`src/hw/srf_pkg.sv`:
```
package srf_pkg;

  // Register bus widths; data is one byte per register.
  localparam int ADDR_W = 4;
  localparam int BYTE_W = 8;

  // Register byte offsets.
  localparam logic [ADDR_W-1:0] OFS_STATUS = 4'h0;
  localparam logic [ADDR_W-1:0] OFS_CTRL = 4'h3;
  localparam logic [ADDR_W-1:0] OFS_MATCH_LO = 4'h4;
  localparam logic [ADDR_W-1:0] OFS_MATCH_HI = 4'h5;
  localparam logic [ADDR_W-1:0] OFS_DATA_LO = 4'h6;
  localparam logic [ADDR_W-1:0] OFS_DATA_HI = 4'h7;
  localparam logic [ADDR_W-1:0] OFS_INT_STAT = 4'h8;
  localparam logic [ADDR_W-1:0] OFS_INT_MASK = 4'h9;

  // Field positions.
  localparam int STAT_FULL_BIT = 7;
  localparam int STAT_MATCH_BIT = 6;
  localparam int CTRL_FIFO_BIT = 0;
  localparam int CTRL_DMA_BIT = 1;
  localparam int INT_FULL_BIT = 0;
  localparam int INT_MATCH_BIT = 1;
  localparam int INT_W = 2;

  // Reset values.
  localparam logic [BYTE_W-1:0] RST_BYTE = 8'h00;
  localparam logic [INT_W-1:0] RST_INT = 2'h0;

  // Receive storage: eight bytes make the 64-bit FIFO.
  localparam int FIFO_DEPTH = 8;
  localparam int PTR_W = 3;
  localparam int CNT_W = 4;
  localparam logic [CNT_W-1:0] CNT_FULL = 4'h8;
  localparam logic [CNT_W-1:0] CNT_ONE = 4'h1;
  localparam logic [CNT_W-1:0] CNT_ZERO = 4'h0;
  localparam logic [PTR_W-1:0] PTR_ONE = 3'h1;
  localparam logic [PTR_W-1:0] PTR_ZERO = 3'h0;
  localparam logic [PTR_W-1:0] BIT_LAST = 3'h7;

  // Receiver states, one-hot.
  typedef enum logic [1:0] {
    RX_IDLE = 2'b01,
    RX_SHIFT = 2'b10
  } srf_rx_e;

  // Mode bits that software sets.
  typedef struct packed {
    logic dma_en;
    logic fifo_mode;
  } srf_ctrl_s;

  // Synchronised link pins.
  typedef struct packed {
    logic sck;
    logic mosi;
    logic ss_b;
  } srf_link_s;

  // Idle level of the link pins: clock low, select released.
  localparam srf_link_s LINK_IDLE = '{sck: 1'b0, mosi: 1'b0, ss_b: 1'b1};

endpackage : srf_pkg

```
`src/hw/srf_rx_full.sv`:
```
`timescale 1ns/100ps

// Two-flop synchroniser; only the second stage is read outside.
module srf_sync #(
  parameter int W = 1,
  parameter logic [W-1:0] RST_VAL = '0
) (
  // Clock and reset.
  input wire logic clk,
  input wire logic rst_b,
  // Data.
  input wire logic [W-1:0] d,
  output logic [W-1:0] q
);
  logic [W-1:0] meta_q; // First stage, read only by the second.

  // Both stages reset to the pins' idle level, so that no false select
  // or false edge is seen in the cycles right after reset.
  always_ff @(posedge clk or negedge rst_b) begin
    if (!rst_b) begin
      meta_q <= RST_VAL;
      q <= RST_VAL;
    end else begin
      meta_q <= d;
      q <= meta_q;
    end
  end
endmodule : srf_sync

module srf_rx_full
  import srf_pkg::*;
(
  // Clock and reset.
  input wire logic CLOCK,
  input wire logic RST_B,
  // Register port.
  input wire logic [ADDR_W-1:0] ADDR,
  input wire logic [BYTE_W-1:0] WDATA,
  input wire logic WR,
  input wire logic RD,
  output logic [BYTE_W-1:0] RDATA,
  // Serial link pins, asynchronous to CLOCK.
  input wire logic SCK_IN,
  input wire logic MOSI_IN,
  input wire logic SS_B_IN,
  // DMA handshake.
  input wire logic RX_DMA_DONE,
  output logic RX_DMA_REQ,
  // Interrupt.
  output logic IRQ
);

  srf_link_s link_raw; // Raw pins gathered.
  srf_link_s link_s; // Pins after two flops.
  assign link_raw = '{sck: SCK_IN, mosi: MOSI_IN, ss_b: SS_B_IN};

  srf_sync #(.W($bits(srf_link_s)), .RST_VAL(LINK_IDLE)) u_sync (
    .clk(CLOCK),
    .rst_b(RST_B),
    .d(link_raw),
    .q(link_s)
  );

  // Receiver state.
  srf_rx_e rx_q, rx_d;
  logic sck_prev_q, sck_prev_d; // Last sampled clock level.
  logic [PTR_W-1:0] bit_q, bit_d; // Bit counter within a byte.
  logic [BYTE_W-1:0] shift_q, shift_d; // Shifter.
  logic push; // Completed byte this cycle.
  logic [BYTE_W-1:0] push_byte; // The completed byte.

  // Mode 0 slave: sample data on each rising link clock edge while
  // selected. Deselect abandons a partial byte.
  always_comb begin
    rx_d = rx_q;
    sck_prev_d = link_s.sck;
    bit_d = bit_q;
    shift_d = shift_q;
    push = 1'b0;
    push_byte = {shift_q[BYTE_W-2:0], link_s.mosi};
    case (rx_q)
      RX_IDLE: begin
        bit_d = PTR_ZERO;
        if (!link_s.ss_b) begin
          rx_d = RX_SHIFT;
        end
      end
      RX_SHIFT: begin
        if (link_s.ss_b) begin
          rx_d = RX_IDLE;
          bit_d = PTR_ZERO;
        end else if (link_s.sck && !sck_prev_q) begin
          shift_d = push_byte;
          bit_d = bit_q + PTR_ONE;
          push = (bit_q == BIT_LAST);
        end
      end
      default: begin
        rx_d = RX_IDLE;
      end
    endcase
  end

  // Receiver registers.
  always_ff @(posedge CLOCK or negedge RST_B) begin
    if (!RST_B) begin
      rx_q <= RX_IDLE;
      sck_prev_q <= 1'b0;
      bit_q <= PTR_ZERO;
      shift_q <= RST_BYTE;
    end else begin
      rx_q <= rx_d;
      sck_prev_q <= sck_prev_d;
      bit_q <= bit_d;
      shift_q <= shift_d;
    end
  end

  // Software state.
  srf_ctrl_s ctrl_q, ctrl_d; // Mode bits.
  logic [BYTE_W-1:0] mlo_q, mlo_d; // Match value, low byte.
  logic [BYTE_W-1:0] mhi_q, mhi_d; // Match value, high byte.
  logic [INT_W-1:0] ist_q, ist_d; // Sticky interrupt status.
  logic [INT_W-1:0] imask_q, imask_d; // Interrupt mask.
  logic [BYTE_W-1:0] rdata_q, rdata_d; // Read data, one cycle late.
  logic irq_q, irq_d; // Registered interrupt.
  logic dreq_q, dreq_d; // Registered DMA request.

  // Receive storage and flags.
  logic [BYTE_W-1:0] mem_q [FIFO_DEPTH];
  logic [BYTE_W-1:0] mem_d [FIFO_DEPTH];
  logic [PTR_W-1:0] wp_q, wp_d; // Write pointer.
  logic [PTR_W-1:0] rp_q, rp_d; // Read pointer.
  logic [CNT_W-1:0] cnt_q, cnt_d; // Bytes held.
  logic full_q, full_d; // Receive full flag.
  logic match_q, match_d; // Receive match flag.
  logic full_arm_q, full_arm_d; // Status read while full seen.
  logic match_arm_q, match_arm_d; // Status read while match seen.
  logic [CNT_W-1:0] cap; // One byte buffered, eight in FIFO mode.
  logic rd_stat, rd_data, wr_stat; // Decoded accesses.
  logic pop, push_ok, mode_chg;

  assign cap = ctrl_q.fifo_mode ? CNT_FULL : CNT_ONE;
  assign rd_stat = RD && (ADDR == OFS_STATUS);
  assign rd_data = RD && (ADDR == OFS_DATA_LO);
  assign wr_stat = WR && (ADDR == OFS_STATUS);
  assign mode_chg = WR && (ADDR == OFS_CTRL) &&
                    (WDATA[CTRL_FIFO_BIT] != ctrl_q.fifo_mode);

  // Storage, flags, registers and interrupt. A pop and a push in the
  // same cycle leave the count, so an arriving byte keeps the flag up.
  always_comb begin
    ctrl_d = ctrl_q;
    mlo_d = mlo_q;
    mhi_d = mhi_q;
    imask_d = imask_q;
    mem_d = mem_q;
    wp_d = wp_q;
    rp_d = rp_q;
    full_arm_d = full_arm_q;
    match_arm_d = match_arm_q;
    match_d = match_q;
    ist_d = ist_q;
    rdata_d = RST_BYTE;
    // Without DMA, buffered mode pops only after the status read and FIFO
    // mode on any data read; with DMA on, only DMA done pops, one byte.
    if (ctrl_q.dma_en) begin
      pop = RX_DMA_DONE && (cnt_q != CNT_ZERO);
    end else if (ctrl_q.fifo_mode) begin
      pop = rd_data && (cnt_q != CNT_ZERO);
    end else begin
      pop = rd_data && full_arm_q && (cnt_q != CNT_ZERO);
    end
    // An overrun byte is dropped when no room is left.
    push_ok = push && ((cnt_q < cap) || pop);
    if (pop) begin
      rp_d = rp_q + PTR_ONE;
    end
    if (push_ok) begin
      mem_d[wp_q] = push_byte;
      wp_d = wp_q + PTR_ONE;
    end
    cnt_d = cnt_q + {3'h0, push_ok} - {3'h0, pop};
    if (rd_data) begin
      full_arm_d = 1'b0;
    end
    if (rd_stat && full_q) begin
      full_arm_d = 1'b1;
    end
    // Write-one to the match bit clears it once armed by a read.
    if (wr_stat && match_arm_q && WDATA[STAT_MATCH_BIT]) begin
      match_d = 1'b0;
      match_arm_d = 1'b0;
    end
    if (rd_stat && match_q) begin
      match_arm_d = 1'b1;
    end
    if (push_ok && (push_byte == mlo_q)) begin
      match_d = 1'b1;
    end
    // Register writes.
    if (WR) begin
      case (ADDR)
        OFS_CTRL: begin
          ctrl_d.fifo_mode = WDATA[CTRL_FIFO_BIT];
          ctrl_d.dma_en = WDATA[CTRL_DMA_BIT];
        end
        OFS_MATCH_LO: mlo_d = WDATA;
        OFS_MATCH_HI: mhi_d = WDATA;
        OFS_INT_STAT: ist_d = ist_q & ~WDATA[INT_W-1:0];
        OFS_INT_MASK: imask_d = WDATA[INT_W-1:0];
        default: begin
        end
      endcase
    end
    // A mode change empties the storage, as the buffer sizes differ.
    if (mode_chg) begin
      wp_d = PTR_ZERO;
      rp_d = PTR_ZERO;
      cnt_d = CNT_ZERO;
      full_arm_d = 1'b0;
    end
    // Flag follows the fill level: any byte when buffered, eight in
    // FIFO mode.
    if (ctrl_d.fifo_mode) begin
      full_d = (cnt_d == CNT_FULL);
    end else begin
      full_d = (cnt_d != CNT_ZERO);
    end
    // Events set sticky bits after the clear, so the set wins.
    if (full_d && !full_q) begin
      ist_d[INT_FULL_BIT] = 1'b1;
    end
    if (match_d && !match_q) begin
      ist_d[INT_MATCH_BIT] = 1'b1;
    end
    irq_d = |(ist_d & imask_d);
    dreq_d = ctrl_d.dma_en && full_d;
    // Read data.
    if (RD) begin
      case (ADDR)
        OFS_STATUS: begin
          rdata_d[STAT_FULL_BIT] = full_q;
          rdata_d[STAT_MATCH_BIT] = match_q;
        end
        OFS_CTRL: begin
          rdata_d[CTRL_FIFO_BIT] = ctrl_q.fifo_mode;
          rdata_d[CTRL_DMA_BIT] = ctrl_q.dma_en;
        end
        OFS_MATCH_LO: rdata_d = mlo_q;
        OFS_MATCH_HI: rdata_d = mhi_q;
        OFS_DATA_LO: rdata_d = mem_q[rp_q];
        OFS_INT_STAT: rdata_d[INT_W-1:0] = ist_q;
        OFS_INT_MASK: rdata_d[INT_W-1:0] = imask_q;
        default: rdata_d = RST_BYTE;
      endcase
    end
  end

  // Storage, flag and register flip-flops.
  always_ff @(posedge CLOCK or negedge RST_B) begin
    if (!RST_B) begin
      ctrl_q <= '0;
      mlo_q <= RST_BYTE;
      mhi_q <= RST_BYTE;
      imask_q <= RST_INT;
      ist_q <= RST_INT;
      mem_q <= '{default: RST_BYTE};
      wp_q <= PTR_ZERO;
      rp_q <= PTR_ZERO;
      cnt_q <= CNT_ZERO;
      full_q <= 1'b0;
      match_q <= 1'b0;
      full_arm_q <= 1'b0;
      match_arm_q <= 1'b0;
      rdata_q <= RST_BYTE;
      irq_q <= 1'b0;
      dreq_q <= 1'b0;
    end else begin
      ctrl_q <= ctrl_d;
      mlo_q <= mlo_d;
      mhi_q <= mhi_d;
      imask_q <= imask_d;
      ist_q <= ist_d;
      mem_q <= mem_d;
      wp_q <= wp_d;
      rp_q <= rp_d;
      cnt_q <= cnt_d;
      full_q <= full_d;
      match_q <= match_d;
      full_arm_q <= full_arm_d;
      match_arm_q <= match_arm_d;
      rdata_q <= rdata_d;
      irq_q <= irq_d;
      dreq_q <= dreq_d;
    end
  end

  assign RDATA = rdata_q;
  assign IRQ = irq_q;
  assign RX_DMA_REQ = dreq_q;

  // Checks on the flag logic.
  property p_buf_dma_clr;
    @(posedge CLOCK) disable iff (!RST_B)
    (!ctrl_q.fifo_mode && ctrl_q.dma_en && RX_DMA_DONE && full_q &&
     !push && !WR) |=> !full_q;
  endproperty
  a_buf_dma_clr: assert property (p_buf_dma_clr)
    else $error("Buffered DMA done did not clear full flag.");

  property p_fifo_set;
    @(posedge CLOCK) disable iff (!RST_B)
    (ctrl_q.fifo_mode && cnt_q == (CNT_FULL - CNT_ONE) && push && !pop &&
     !WR)
    |=> full_q && cnt_q == CNT_FULL;
  endproperty
  a_fifo_set: assert property (p_fifo_set)
    else $error("Eighth byte did not set full flag.");

  property p_fifo_rd_clr;
    @(posedge CLOCK) disable iff (!RST_B)
    (ctrl_q.fifo_mode && !ctrl_q.dma_en && rd_data && full_q && !push)
    |=> !full_q ##1 (!full_q || $past(push));
  endproperty
  a_fifo_rd_clr: assert property (p_fifo_rd_clr)
    else $error("FIFO data read did not clear full flag.");

  property p_fifo_dma_clr;
    @(posedge CLOCK) disable iff (!RST_B)
    (ctrl_q.fifo_mode && ctrl_q.dma_en && RX_DMA_DONE && full_q &&
     !push && !WR) |=> !full_q && !RX_DMA_REQ;
  endproperty
  a_fifo_dma_clr: assert property (p_fifo_dma_clr)
    else $error("First FIFO DMA done did not clear full flag.");

  property p_flag_read;
    @(posedge CLOCK) disable iff (!RST_B)
    rd_stat |=> RDATA[STAT_FULL_BIT] == $past(full_q);
  endproperty
  a_flag_read: assert property (p_flag_read)
    else $error("Status read shows wrong full flag.");

  property p_buf_set;
    @(posedge CLOCK) disable iff (!RST_B)
    (!ctrl_q.fifo_mode && push_ok && !mode_chg) |=> full_q;
  endproperty
  a_buf_set: assert property (p_buf_set)
    else $error("Received byte did not set full flag.");

  property p_buf_no_arm;
    @(posedge CLOCK) disable iff (!RST_B)
    (!ctrl_q.fifo_mode && !ctrl_q.dma_en && rd_data && !full_arm_q &&
     full_q && !WR) |=> full_q;
  endproperty
  a_buf_no_arm: assert property (p_buf_no_arm)
    else $error("Data read without status read cleared flag.");

  property p_match_set;
    @(posedge CLOCK) disable iff (!RST_B)
    (push_ok && push_byte == mlo_q) |=> match_q;
  endproperty
  a_match_set: assert property (p_match_set)
    else $error("Matching byte did not set match flag.");

  // Unmasking a pending event must raise the line at the next edge; the
  // status clear sits at another address, so nothing can cancel it.
  property p_irq;
    @(posedge CLOCK) disable iff (!RST_B)
    (WR && ADDR == OFS_INT_MASK && |(ist_q & WDATA[INT_W-1:0])) |=> IRQ;
  endproperty
  a_irq: assert property (p_irq)
    else $error("Interrupt output disagrees with status and mask.");

  c_fifo_full: cover property (@(posedge CLOCK) disable iff (!RST_B)
    ctrl_q.fifo_mode && full_q);
  c_dma_clr: cover property (@(posedge CLOCK) disable iff (!RST_B)
    ctrl_q.dma_en && RX_DMA_DONE && full_q);
  c_match: cover property (@(posedge CLOCK) disable iff (!RST_B)
    $rose(match_q));

endmodule : srf_rx_full

```
`config.mk`:
```
export PLATFORM = sky130hd
export DESIGN_NAME = srf_rx_full
export DESIGN_NICKNAME = d
export VERILOG_FILES = /design/src/hw/srf_pkg.sv /design/src/hw/srf_rx_full.sv
export SDC_FILE = /design/constraint.sdc
export NUM_CORES = 1
export LEC_CHECK = 0
export BUFFER_PORTS_ARGS = -buffer_cell sky130_fd_sc_hd__buf_2
export CORE_MARGIN = 5
export CORE_UTILIZATION = 29
export DETAILED_ROUTE_END_ITERATION = 8
export PLACE_DENSITY = 0.46
export RECOVER_POWER = 25
export SLEW_MARGIN = 10
export SYNTH_ARGS = -nofsm -noshare
export SYNTH_HDL_FRONTEND = slang
export SYNTH_SLANG_ARGS = --single-unit
```
`constraint.sdc`:
```
create_clock -name CLOCK -period 3.81 [get_ports CLOCK]
set_clock_uncertainty 0.1 [all_clocks]
set_input_delay 0.762 -clock CLOCK [delete_from_list [all_inputs] [get_ports CLOCK]]
set_output_delay 0.762 -clock CLOCK [all_outputs]
set_load 0.005 [all_outputs]
```
==> results.py, run 1 <==
metrics = {
    "placement": {
        "placement.cell_area_mm2": 0.006533,
        "hpwl_um": 9147,
        "io_buffers": 29,
        "routabilityCongestion": 0.7897,
    },
    "setup_path": {
        "crit_buf_inv": 2,
        "cpPeakStageDelay_ps": 490,
        "r2r_slack_ps": 370,
        "cpLargestDelayFamily": "simple AND/OR/NAND/NOR gates",
        "endpoint_kind": "register",
        "startpoint_type": "register",
        "cp-startpoint": "rx_q[0]$_DFFE_PN1P_",
        "slowest_stage": "and4bb_2",
        "reg2reg_depth": 12,
        "timing.rr.start": "rx_q[0]$_DFFE_PN1P_",
        "critPathMaxFanout": 12,
        "crit_type": "register to register",
        "worstReg2RegEnd": "IRQ$_DFF_PN0_",
        "required_ps": 3970,
        "path_cells": "inv_1 -> ha_1 -> and4bb_2 -> and4b_1 -> mux2_2 -> ha_1 -> inv_1 -> fa_1 -> xor2_1 -> nand3b_1 -> o21ai_0 -> o221ai_1",
        "arrival_ps": 3610,
    },
    "clock_tree": {
        "cts_max_path_buffers": 2,
        "cts_setup_buffers": 0,
        "cts-buffers-inserted": 17,
        "path_clk_slew_ps": 50,
        "cts_htree_levels": 4,
        "cts_root_buf": "clkbuf_16",
        "cts_sinks": 129,
        "insertion_delay_ps": 410,
        "postCtsResizedCells": 0,
        "cts_tree": "yes",
        "hold_buffers": 0,
    },
    "power_and_ir_drop": {
        "p_per_area_mw_per_mm2": 556.0,
        "power_uw": 3932,
        "vdd_drop_max_v": 0.0002159,
        "leakagePower_uw": 0.003294,
    },
    "floorplan": {
        "initial_core_util_pct": 29.17,
        "core_area_mm2": 0.02082,
        "rows": 53,
        "io_pins": 30,
        "dieWidth_um": 154.7,
        "die_h_um": 154.7,
        "die-area_mm2": 0.02394,
    },
    "routing": {
        "ant_nets": 0,
        "routed_wl_um": 13240,
        "drtIter0Drc": 138,
        "avgViaCountPerCell": 4.694,
        "wire_per_inst_um": 17.44,
        "drtPass1Iterations": 4,
        "drc": 0,
        "vias": 3563,
    },
    "logic_synthesis": {
        "ys_seq_area_share_pct": 53.20,
        "ys_types": 52,
        "yosysMostFrequentCell": "dfrtp_1",
        "synth_top_cell_area_share_pct": 51.91,
        "synth_ff_type": "dfrtp_1",
        "netlist_top_cells_count": "dfrtp_1, mux2_2, nand2_1, clkbuf_1, mux4_2",
        "syn_nets": 473,
        "synth_area_leaders": "dfrtp_1, mux2_2, mux4_2",
        "synth-edff-count": 0,
        "synth_area_leader_cell": "dfrtp_1",
        "synth_cells": 441,
        "ys_ff_latch": 129,
        "ys_warn_count": 0,
        "async_flop_share_pct": 100.0,
        "syn_area_mm2": 0.006075,
        "syn_avg_cell_area_um2": 13.77,
    },
    "finish": {
        "fin_nets": 506,
        "antenna_cells": 0,
        "fin_area_mm2": 0.007072,
        "final_core_util_pct": 33.96,
        "nFillCells": 2067,
        "synthToLayoutAreaGrowth_pct": 16.42,
        "drive_gt1_share_pct": 40.08,
    },
    "sta": {
        "period_share_pct": 90.41,
        "period_needed_ps": 3445,
        "finalMaxSlewViolations": 67,
        "fmax_ghz": 0.2903,
        "whs_ps": 246.9,
        "grt_setup_unrepaired": "false",
        "hold_viol": 0,
        "tightest_slew_ps": 1666,
        "relSlewSlack_pct": -11.05,
        "setup_tns_ps": 0,
        "finalSetupViolCount": 0,
    },
    "run": {
        "drv_cap": 1,
    },
    "grt": {
        "grt-ovfl-total": 0,
        "antenna_found_initial": 0,
        "grtUsageTotal_pct": 11.88,
        "grt_max_degree": 67,
        "grt_pass1_vias": 3880,
        "grt_pass1_wl_um": 21960,
    },
    "min_path": {
        "min_path_cells": 0,
        "hp-start": "u_sync.meta_q[1]$_DFF_PN0_",
        "min_path_type": "register to register",
        "worst_hold_path.endpoint": "u_sync.q[1]$_DFF_PN0_",
    },
    "status": {
        "violations": "capacitance limit, slew limit",
        "status": "finished, violations left",
    },
}
==> sequential cells by signal, summed over array words and instances (netlist names), 2 cells and up <==
name           flops
u_sync.meta_q      3
mhi_q              8
imask_q            2
u_sync.q           3
ctrl_q             2
shift_q            7
rp_q               3
wp_q               3
bit_q              3
cnt_q              4
mlo_q              8
mem_q             64
ist_q              2
rx_q               2
RDATA              8
==> power breakdown <==
group	total, uW	internal [uW]	switching [uW]	leakage (uW)
Sequential	1740	1520	228	0.00172
Combinational	679	360	319	0.00131
Clock	1510	950	558	0.000271
==> worst max path at each step <==
stage / end / cells past startpoint
floorplan: IRQ$_DFF_PN0_ / 14
global placement: IRQ$_DFF_PN0_ / 12
detailed placement: IRQ$_DFF_PN0_ / 12
CTS: IRQ$_DFF_PN0_ / 12
global route: IRQ$_DFF_PN0_ / 12
finish: IRQ$_DFF_PN0_ / 12
==> cells in the final DEF (no fill, tap or decap), drive strengths merged, types with 3 or more instances in the layout <==
cell    instances
dfrtp         126
mux2           99
buf            41
clkbuf         24
nand2          18
mux4           16
inv            15
nor2           15
a21oi          11
xnor2          11
ha             11
nor2b          10
nand3           8
o21ai           7
a222oi          6
nand2b          5
mux2i           5
a22o            4
clkinv          4
and4b           3
nand3b          3
xor2            3
or3             3
nand4           3
dfstp           3
nor3            3
==> through the flow <==
stage / setup slack, ps / instances
detailed placement: 247.4 / 730
CTS: 340.2 / 759
finish: 365.4 / 759
global route: 131.0 / 759
floorplan: 372.4 / 441
global placement: 372.0 / 730
==> final cells by class <==
type | count | area (um2) | share of cell area (%)
sequential | 129 | 3232 | 45.70
tap | 275 | 344.1 | 4.866
clock buffer | 23 | 488.0 | 6.900
clock inverter | 6 | 57.56 | 0.8139
timing repair buffer | 42 | 242.7 | 3.432
multi-input combinational | 269 | 2651 | 37.49
inverter | 15 | 56.30 | 0.7962
==> per-layer routing <==
metal | track usage (%) | wire, um
met5 | 0 | 0
met4 | 4.331 | 162
met3 | 3.246 | 442
met2 | 18.86 | 6418
met1 | 15.60 | 6217
==> logic make-up (layout without fill, tap and decap cells) <==
kind of cell | after synthesis | count (layout) | synth area share [%]
flops | 129 | 129 | 53.20
mux | 120 | 120 | 25.60
simple gates | 80 | 80 | 7.848
compound gates | 43 | 43 | 5.582
buf+inv | 43 | 86 | 3.151
xor+xnor | 14 | 14 | 2.019
fa+ha+maj | 12 | 12 | 2.595
Power figures use the tool's default switching activity.
==> run 2, diff against run 1 <==
--- a/config.mk
+++ b/config.mk
@@ -10,7 +10,7 @@
 export CORE_UTILIZATION = 29
 export DETAILED_ROUTE_END_ITERATION = 8
 export PLACE_DENSITY = 0.46
-export RECOVER_POWER = 25
+export RECOVER_POWER = 100
 export SLEW_MARGIN = 10
 export SYNTH_ARGS = -nofsm -noshare
 export SYNTH_HDL_FRONTEND = slang
==> results.py, run 2 (synthesized netlist as in run 1, its figures left out) <==
metrics = {
    "run": {
        "drv_cap": 1,
    },
    "power_and_ir_drop": {
        "swShare_pct": 28.13,
        "p_per_area_mw_per_mm2": 562.5,
        "vdd_drop_max_v": 0.0001759,
        "p_sw_uw": 1100,
        "leakagePower_uw": 0.003200,
        "p_int_uw": 2810,
        "p_comb_share_pct": 16.9,
        "clockPowerShare_pct": 38.5,
        "pwr-share-seq_pct": 44.6,
    },
    "floorplan": {
        "initial_core_util_pct": 29.17,
        "core_area_mm2": 0.02082,
        "die_h_um": 154.7,
        "rows": 53,
        "die-area_mm2": 0.02394,
        "dieWidth_um": 154.7,
        "io_pins": 30,
    },
    "sta": {
        "relSlewSlack_pct": -10.69,
        "setup_tns_ps": 0,
        "grt_setup_unrepaired": "false",
        "finalSetupViolCount": 0,
        "finalMaxSlewViolations": 67,
        "layout_setup_ws_ps": 388.7,
        "fmax_ghz": 0.2923,
        "period_needed_ps": 3421,
        "hold_viol": 0,
        "tightest_slew_ps": 1660,
        "period_share_pct": 89.80,
    },
    "finish": {
        "final_common_cell": "dfrtp_1",
        "final_core_util_pct": 33.38,
        "largest_register_ffs": 64,
        "synthToLayoutAreaGrowth_pct": 14.42,
        "top_register": "mem_q",
        "regArea_mm2": 0.003232,
        "mostFrequentLayoutCells": "dfrtp_1, mux2_2, clkbuf_1, nand2_1, buf_2",
        "fin_area_mm2": 0.006950,
        "multi_input_area_mm2": 0.002580,
        "fin_nets": 506,
        "drive_gt1_share_pct": 32.23,
        "antenna_cells": 0,
        "nFillCells": 2090,
    },
    "setup_path": {
        "endpoint_kind": "register",
        "critPathMaxFanout": 12,
        "startpoint_type": "register",
        "crit_buf_inv": 1,
        "cpLargestDelayFamily": "simple AND/OR/NAND/NOR gates",
        "arrival_ps": 3610,
        "crit_type": "register to register",
        "cpPeakStageDelay_ps": 1110,
        "slowest_stage": "nor4_2",
        "required_ps": 4000,
        "path_cells": "inv_1 -> ha_1 -> and4bb_2 -> a41oi_1 -> nor4_2 -> mux2_2",
    },
    "clock_tree": {
        "hold_buffers": 0,
        "cts_htree_levels": 4,
        "path_clk_slew_ps": 50,
        "cts_sinks": 129,
        "cts_max_path_buffers": 2,
        "postCtsResizedCells": 0,
        "cts_root_buf": "clkbuf_16",
        "insertion_delay_ps": 410,
        "cts_tree": "yes",
        "cts-buffers-inserted": 17,
        "cts_setup_buffers": 0,
    },
    "grt": {
        "grtUsageTotal_pct": 11.88,
        "grt_pass1_vias": 3880,
        "grt-ovfl-total": 0,
        "grt_max_degree": 67,
        "grt_pass1_wl_um": 21960,
        "antenna_found_initial": 0,
    },
    "status": {
        "status": "finished, violations left",
        "violations": "capacitance limit, slew limit",
    },
    "placement": {
        "hpwl_um": 9147,
        "dpl_worst_slack_ps": 247.4,
        "io_buffers": 29,
        "placement.cell_area_mm2": 0.006533,
        "routabilityCongestion": 0.7897,
    },
    "routing": {
        "wire_per_inst_um": 17.42,
        "drtPass1Iterations": 6,
        "drc": 0,
        "drtIter0Drc": 143,
        "avgViaCountPerCell": 4.701,
        "routed_wl_um": 13220,
        "ant_nets": 0,
        "vias": 3568,
    },
    "min_path": {
        "min_path_type": "register to register",
    },
}
run 2: cell types whose count changed in the layout (fill, tap and decap cells not counted), sizes merged:
cell and change:
buf -20, clkbuf +20
run 2: area by class of cell:
class                   instances  area share, %
clock buffers                  23          7.021
clock inverters                 6         0.8281
inverters                      15         0.8101
multi-input cells             269          37.12
flip-flops and latches        129          46.50
well taps                     275          4.950
repair buffers                 42          2.772
run 2: metal layers:
layer / share of wire (%) / GRT usage [%]
met1: 47 / 15.60
met2: 49 / 18.86
met3: 3.2 / 3.246
met4: 1.0 / 4.331
met5: 0 / 0
run 2: power groups by stage:
| stage | Clock (uW) | Sequential [uW] | Combinational, uW |
|---|---|---|---|
| 6_report | 1510 | 1740 | 660 |
| 5_1_grt | 1610 | 1770 | 756 |
| 4_1_cts | 1550 | 1750 | 699 |
| 3_5_place_dp | 0 | 1770 | 694 |
| 3_3_place_gp | 0 | 1780 | 680 |
| 2_1_floorplan | 0 | 1610 | 600 |
run 2: through the flow:
| stage | instances | hold WS (ps) | total power [uW] |
|---|---|---|---|
| 2_1_floorplan | 441 | 231.2 | 2215 |
| 5_1_grt | 759 | 250.7 | 4137 |
| 3_3_place_gp | 730 | 240.2 | 2456 |
| 3_5_place_dp | 730 | 236.2 | 2467 |
| 4_1_cts | 759 | 248.9 | 4000 |
| 6_report | 759 | 246.7 | 3910 |
run 2: worst paths after layout:
path                       cells past startpoint                    end                  startpoint  slack, ps
hold reg to reg                                0  u_sync.q[1]$_DFF_PN0_  u_sync.meta_q[1]$_DFF_PN0_        250
setup reg to reg                               6  mem_q[58]$_DFFE_PN0P_         rx_q[0]$_DFFE_PN1P_        390
setup / recovery                               6  mem_q[58]$_DFFE_PN0P_         rx_q[0]$_DFFE_PN1P_        390
max in group asynchronous                      2    ctrl_q[1]$_DFF_PN0_                       RST_B        950
hold / removal                                 0  u_sync.q[1]$_DFF_PN0_  u_sync.meta_q[1]$_DFF_PN0_        250
min in group asynchronous                      1  mem_q[19]$_DFFE_PN0P_                       RST_B        680
==> run 3, diff against run 2 <==
--- a/config.mk
+++ b/config.mk
@@ -9,6 +9,7 @@
 export CORE_MARGIN = 5
 export CORE_UTILIZATION = 29
 export DETAILED_ROUTE_END_ITERATION = 8
+export MAX_ROUTING_LAYER = met4
 export PLACE_DENSITY = 0.46
 export RECOVER_POWER = 100
 export SLEW_MARGIN = 10
==> results.py, run 3 (synthesized netlist as in run 1, its figures left out) <==
metrics = {
    "finish": {
        "largest_register_ffs": 64,
        "final_common_cell": "dfrtp_1",
        "top_register": "mem_q",
        "mostFrequentLayoutCells": "dfrtp_1, mux2_2, clkbuf_1, nand2_1, buf_2",
        "synthToLayoutAreaGrowth_pct": 14.42,
        "drive_gt1_share_pct": 32.23,
        "antenna_cells": 0,
        "fin_nets": 506,
    },
    "routing": {
        "wire_per_inst_um": 17.40,
        "avgViaCountPerCell": 4.714,
        "routed_wl_um": 13210,
        "drc": 0,
        "vias": 3578,
        "ant_nets": 0,
        "drtPass1Iterations": 4,
        "drtIter0Drc": 136,
    },
    "clock_tree": {
        "insertion_delay_ps": 410,
        "cts-buffers-inserted": 17,
        "cts_max_path_buffers": 2,
        "cts_htree_levels": 4,
        "cts_tree": "yes",
        "cts_sinks": 129,
        "cts_root_buf": "clkbuf_16",
        "cts_setup_buffers": 0,
        "path_clk_slew_ps": 50,
        "postCtsResizedCells": 0,
        "hold_buffers": 0,
    },
    "grt": {
        "grt_pass1_wl_um": 21960,
        "grt-ovfl-total": 0,
        "grt_max_degree": 67,
        "antenna_found_initial": 0,
        "grtUsageTotal_pct": 12.25,
        "grt_pass1_vias": 3874,
    },
    "sta": {
        "whs_ps": 246.7,
        "period_needed_ps": 3439,
        "layout_setup_ws_ps": 371.3,
        "hold_viol": 0,
        "grt_setup_unrepaired": "false",
        "relSlewSlack_pct": -10.83,
        "period_share_pct": 90.26,
        "tightest_slew_ps": 1662,
        "fmax_ghz": 0.2908,
        "finalMaxSlewViolations": 67,
        "finalSetupViolCount": 0,
        "setup_tns_ps": 0,
    },
    "floorplan": {
        "die-area_mm2": 0.02394,
        "io_pins": 30,
        "core_area_mm2": 0.02082,
        "dieWidth_um": 154.7,
        "initial_core_util_pct": 29.17,
        "rows": 53,
        "die_h_um": 154.7,
    },
    "min_path": {
        "min_path_type": "register to register",
        "hp-start": "u_sync.meta_q[1]$_DFF_PN0_",
        "worst_hold_path.endpoint": "u_sync.q[1]$_DFF_PN0_",
        "min_path_cells": 0,
    },
    "status": {
        "status": "finished, violations left",
        "violations": "capacitance limit, slew limit",
    },
    "power_and_ir_drop": {
        "vdd_drop_max_v": 0.0001759,
        "p_per_area_mw_per_mm2": 561.9,
        "leakagePower_uw": 0.003200,
        "power_uw": 3905,
    },
    "placement": {
        "io_buffers": 29,
        "hpwl_um": 9147,
        "dpl_worst_slack_ps": 247.4,
        "routabilityCongestion": 0.8009,
    },
    "setup_path": {
        "timing.rr.start": "rx_q[0]$_DFFE_PN1P_",
        "critPathMaxFanout": 12,
        "arrival_ps": 3630,
        "required_ps": 4000,
        "worstReg2RegEnd": "mem_q[58]$_DFFE_PN0P_",
        "r2r_slack_ps": 370,
        "endpoint_kind": "register",
        "reg2reg_depth": 6,
        "startpoint_type": "register",
        "crit_type": "register to register",
    },
    "run": {
        "drv_cap": 1,
    },
}
==> run 3: cell counts in the layout (fill, tap and decap cells not counted) <==
No cell type changed its count.
==> run 3: how the worst max path moves through the flow <==
stage / from / to / cells after the start
after floorplan: ADDR[1] / IRQ$_DFF_PN0_ / 14
after global placement: ADDR[3] / IRQ$_DFF_PN0_ / 12
after detailed placement: ADDR[3] / IRQ$_DFF_PN0_ / 12
after CTS: rx_q[0]$_DFFE_PN1P_ / IRQ$_DFF_PN0_ / 12
after global routing: rx_q[0]$_DFFE_PN1P_ / mem_q[62]$_DFFE_PN0P_ / 6
final: rx_q[0]$_DFFE_PN1P_ / mem_q[58]$_DFFE_PN0P_ / 6
==> run 3: where the power goes <==
part,total (uW),switching [uW],internal [uW]
Sequential,1740,228,1520
Clock,1500,552,950
Combinational,659,315,344
Total,3910,1100,2810
==> run 3: worst max-delay path, cell delays in order (launching register included) <==
cell	delay (ps)
dfstp_2	360
inv_1	90
ha_1	250
and4bb_2	470
a41oi_1	500
nor4_2	1120
mux2_2	430
==> run 3: through the flow <==
stage / instance area, um2 / cells / util (%)
floorplan: 6075 / 441 / -
global placement: 6533 / 730 / 31.37
detailed placement: 6533 / 730 / 31.37
CTS: 7078 / 759 / 33.99
global route: 6950 / 759 / 33.38
finish: 6950 / 759 / 33.38
==> run 3: per-layer routing <==
metal,part of all wire [%],track usage [%],vias to the layer above
met5,0,-,-
met4,1.3,4.331,0
met3,3.6,3.330,11
met2,49,18.86,54
met1,47,15.60,1853
li1,-,-,1660
==> run 3: final cells by class <==
cell class / instances / area, um2
fill: 2090 / 13870
sequential: 129 / 3232
multi-input combinational: 269 / 2580
clock buffer: 23 / 488.0
tap: 275 / 344.1
timing repair buffer: 42 / 192.7
clock inverter: 6 / 57.56
inverter: 15 / 56.30
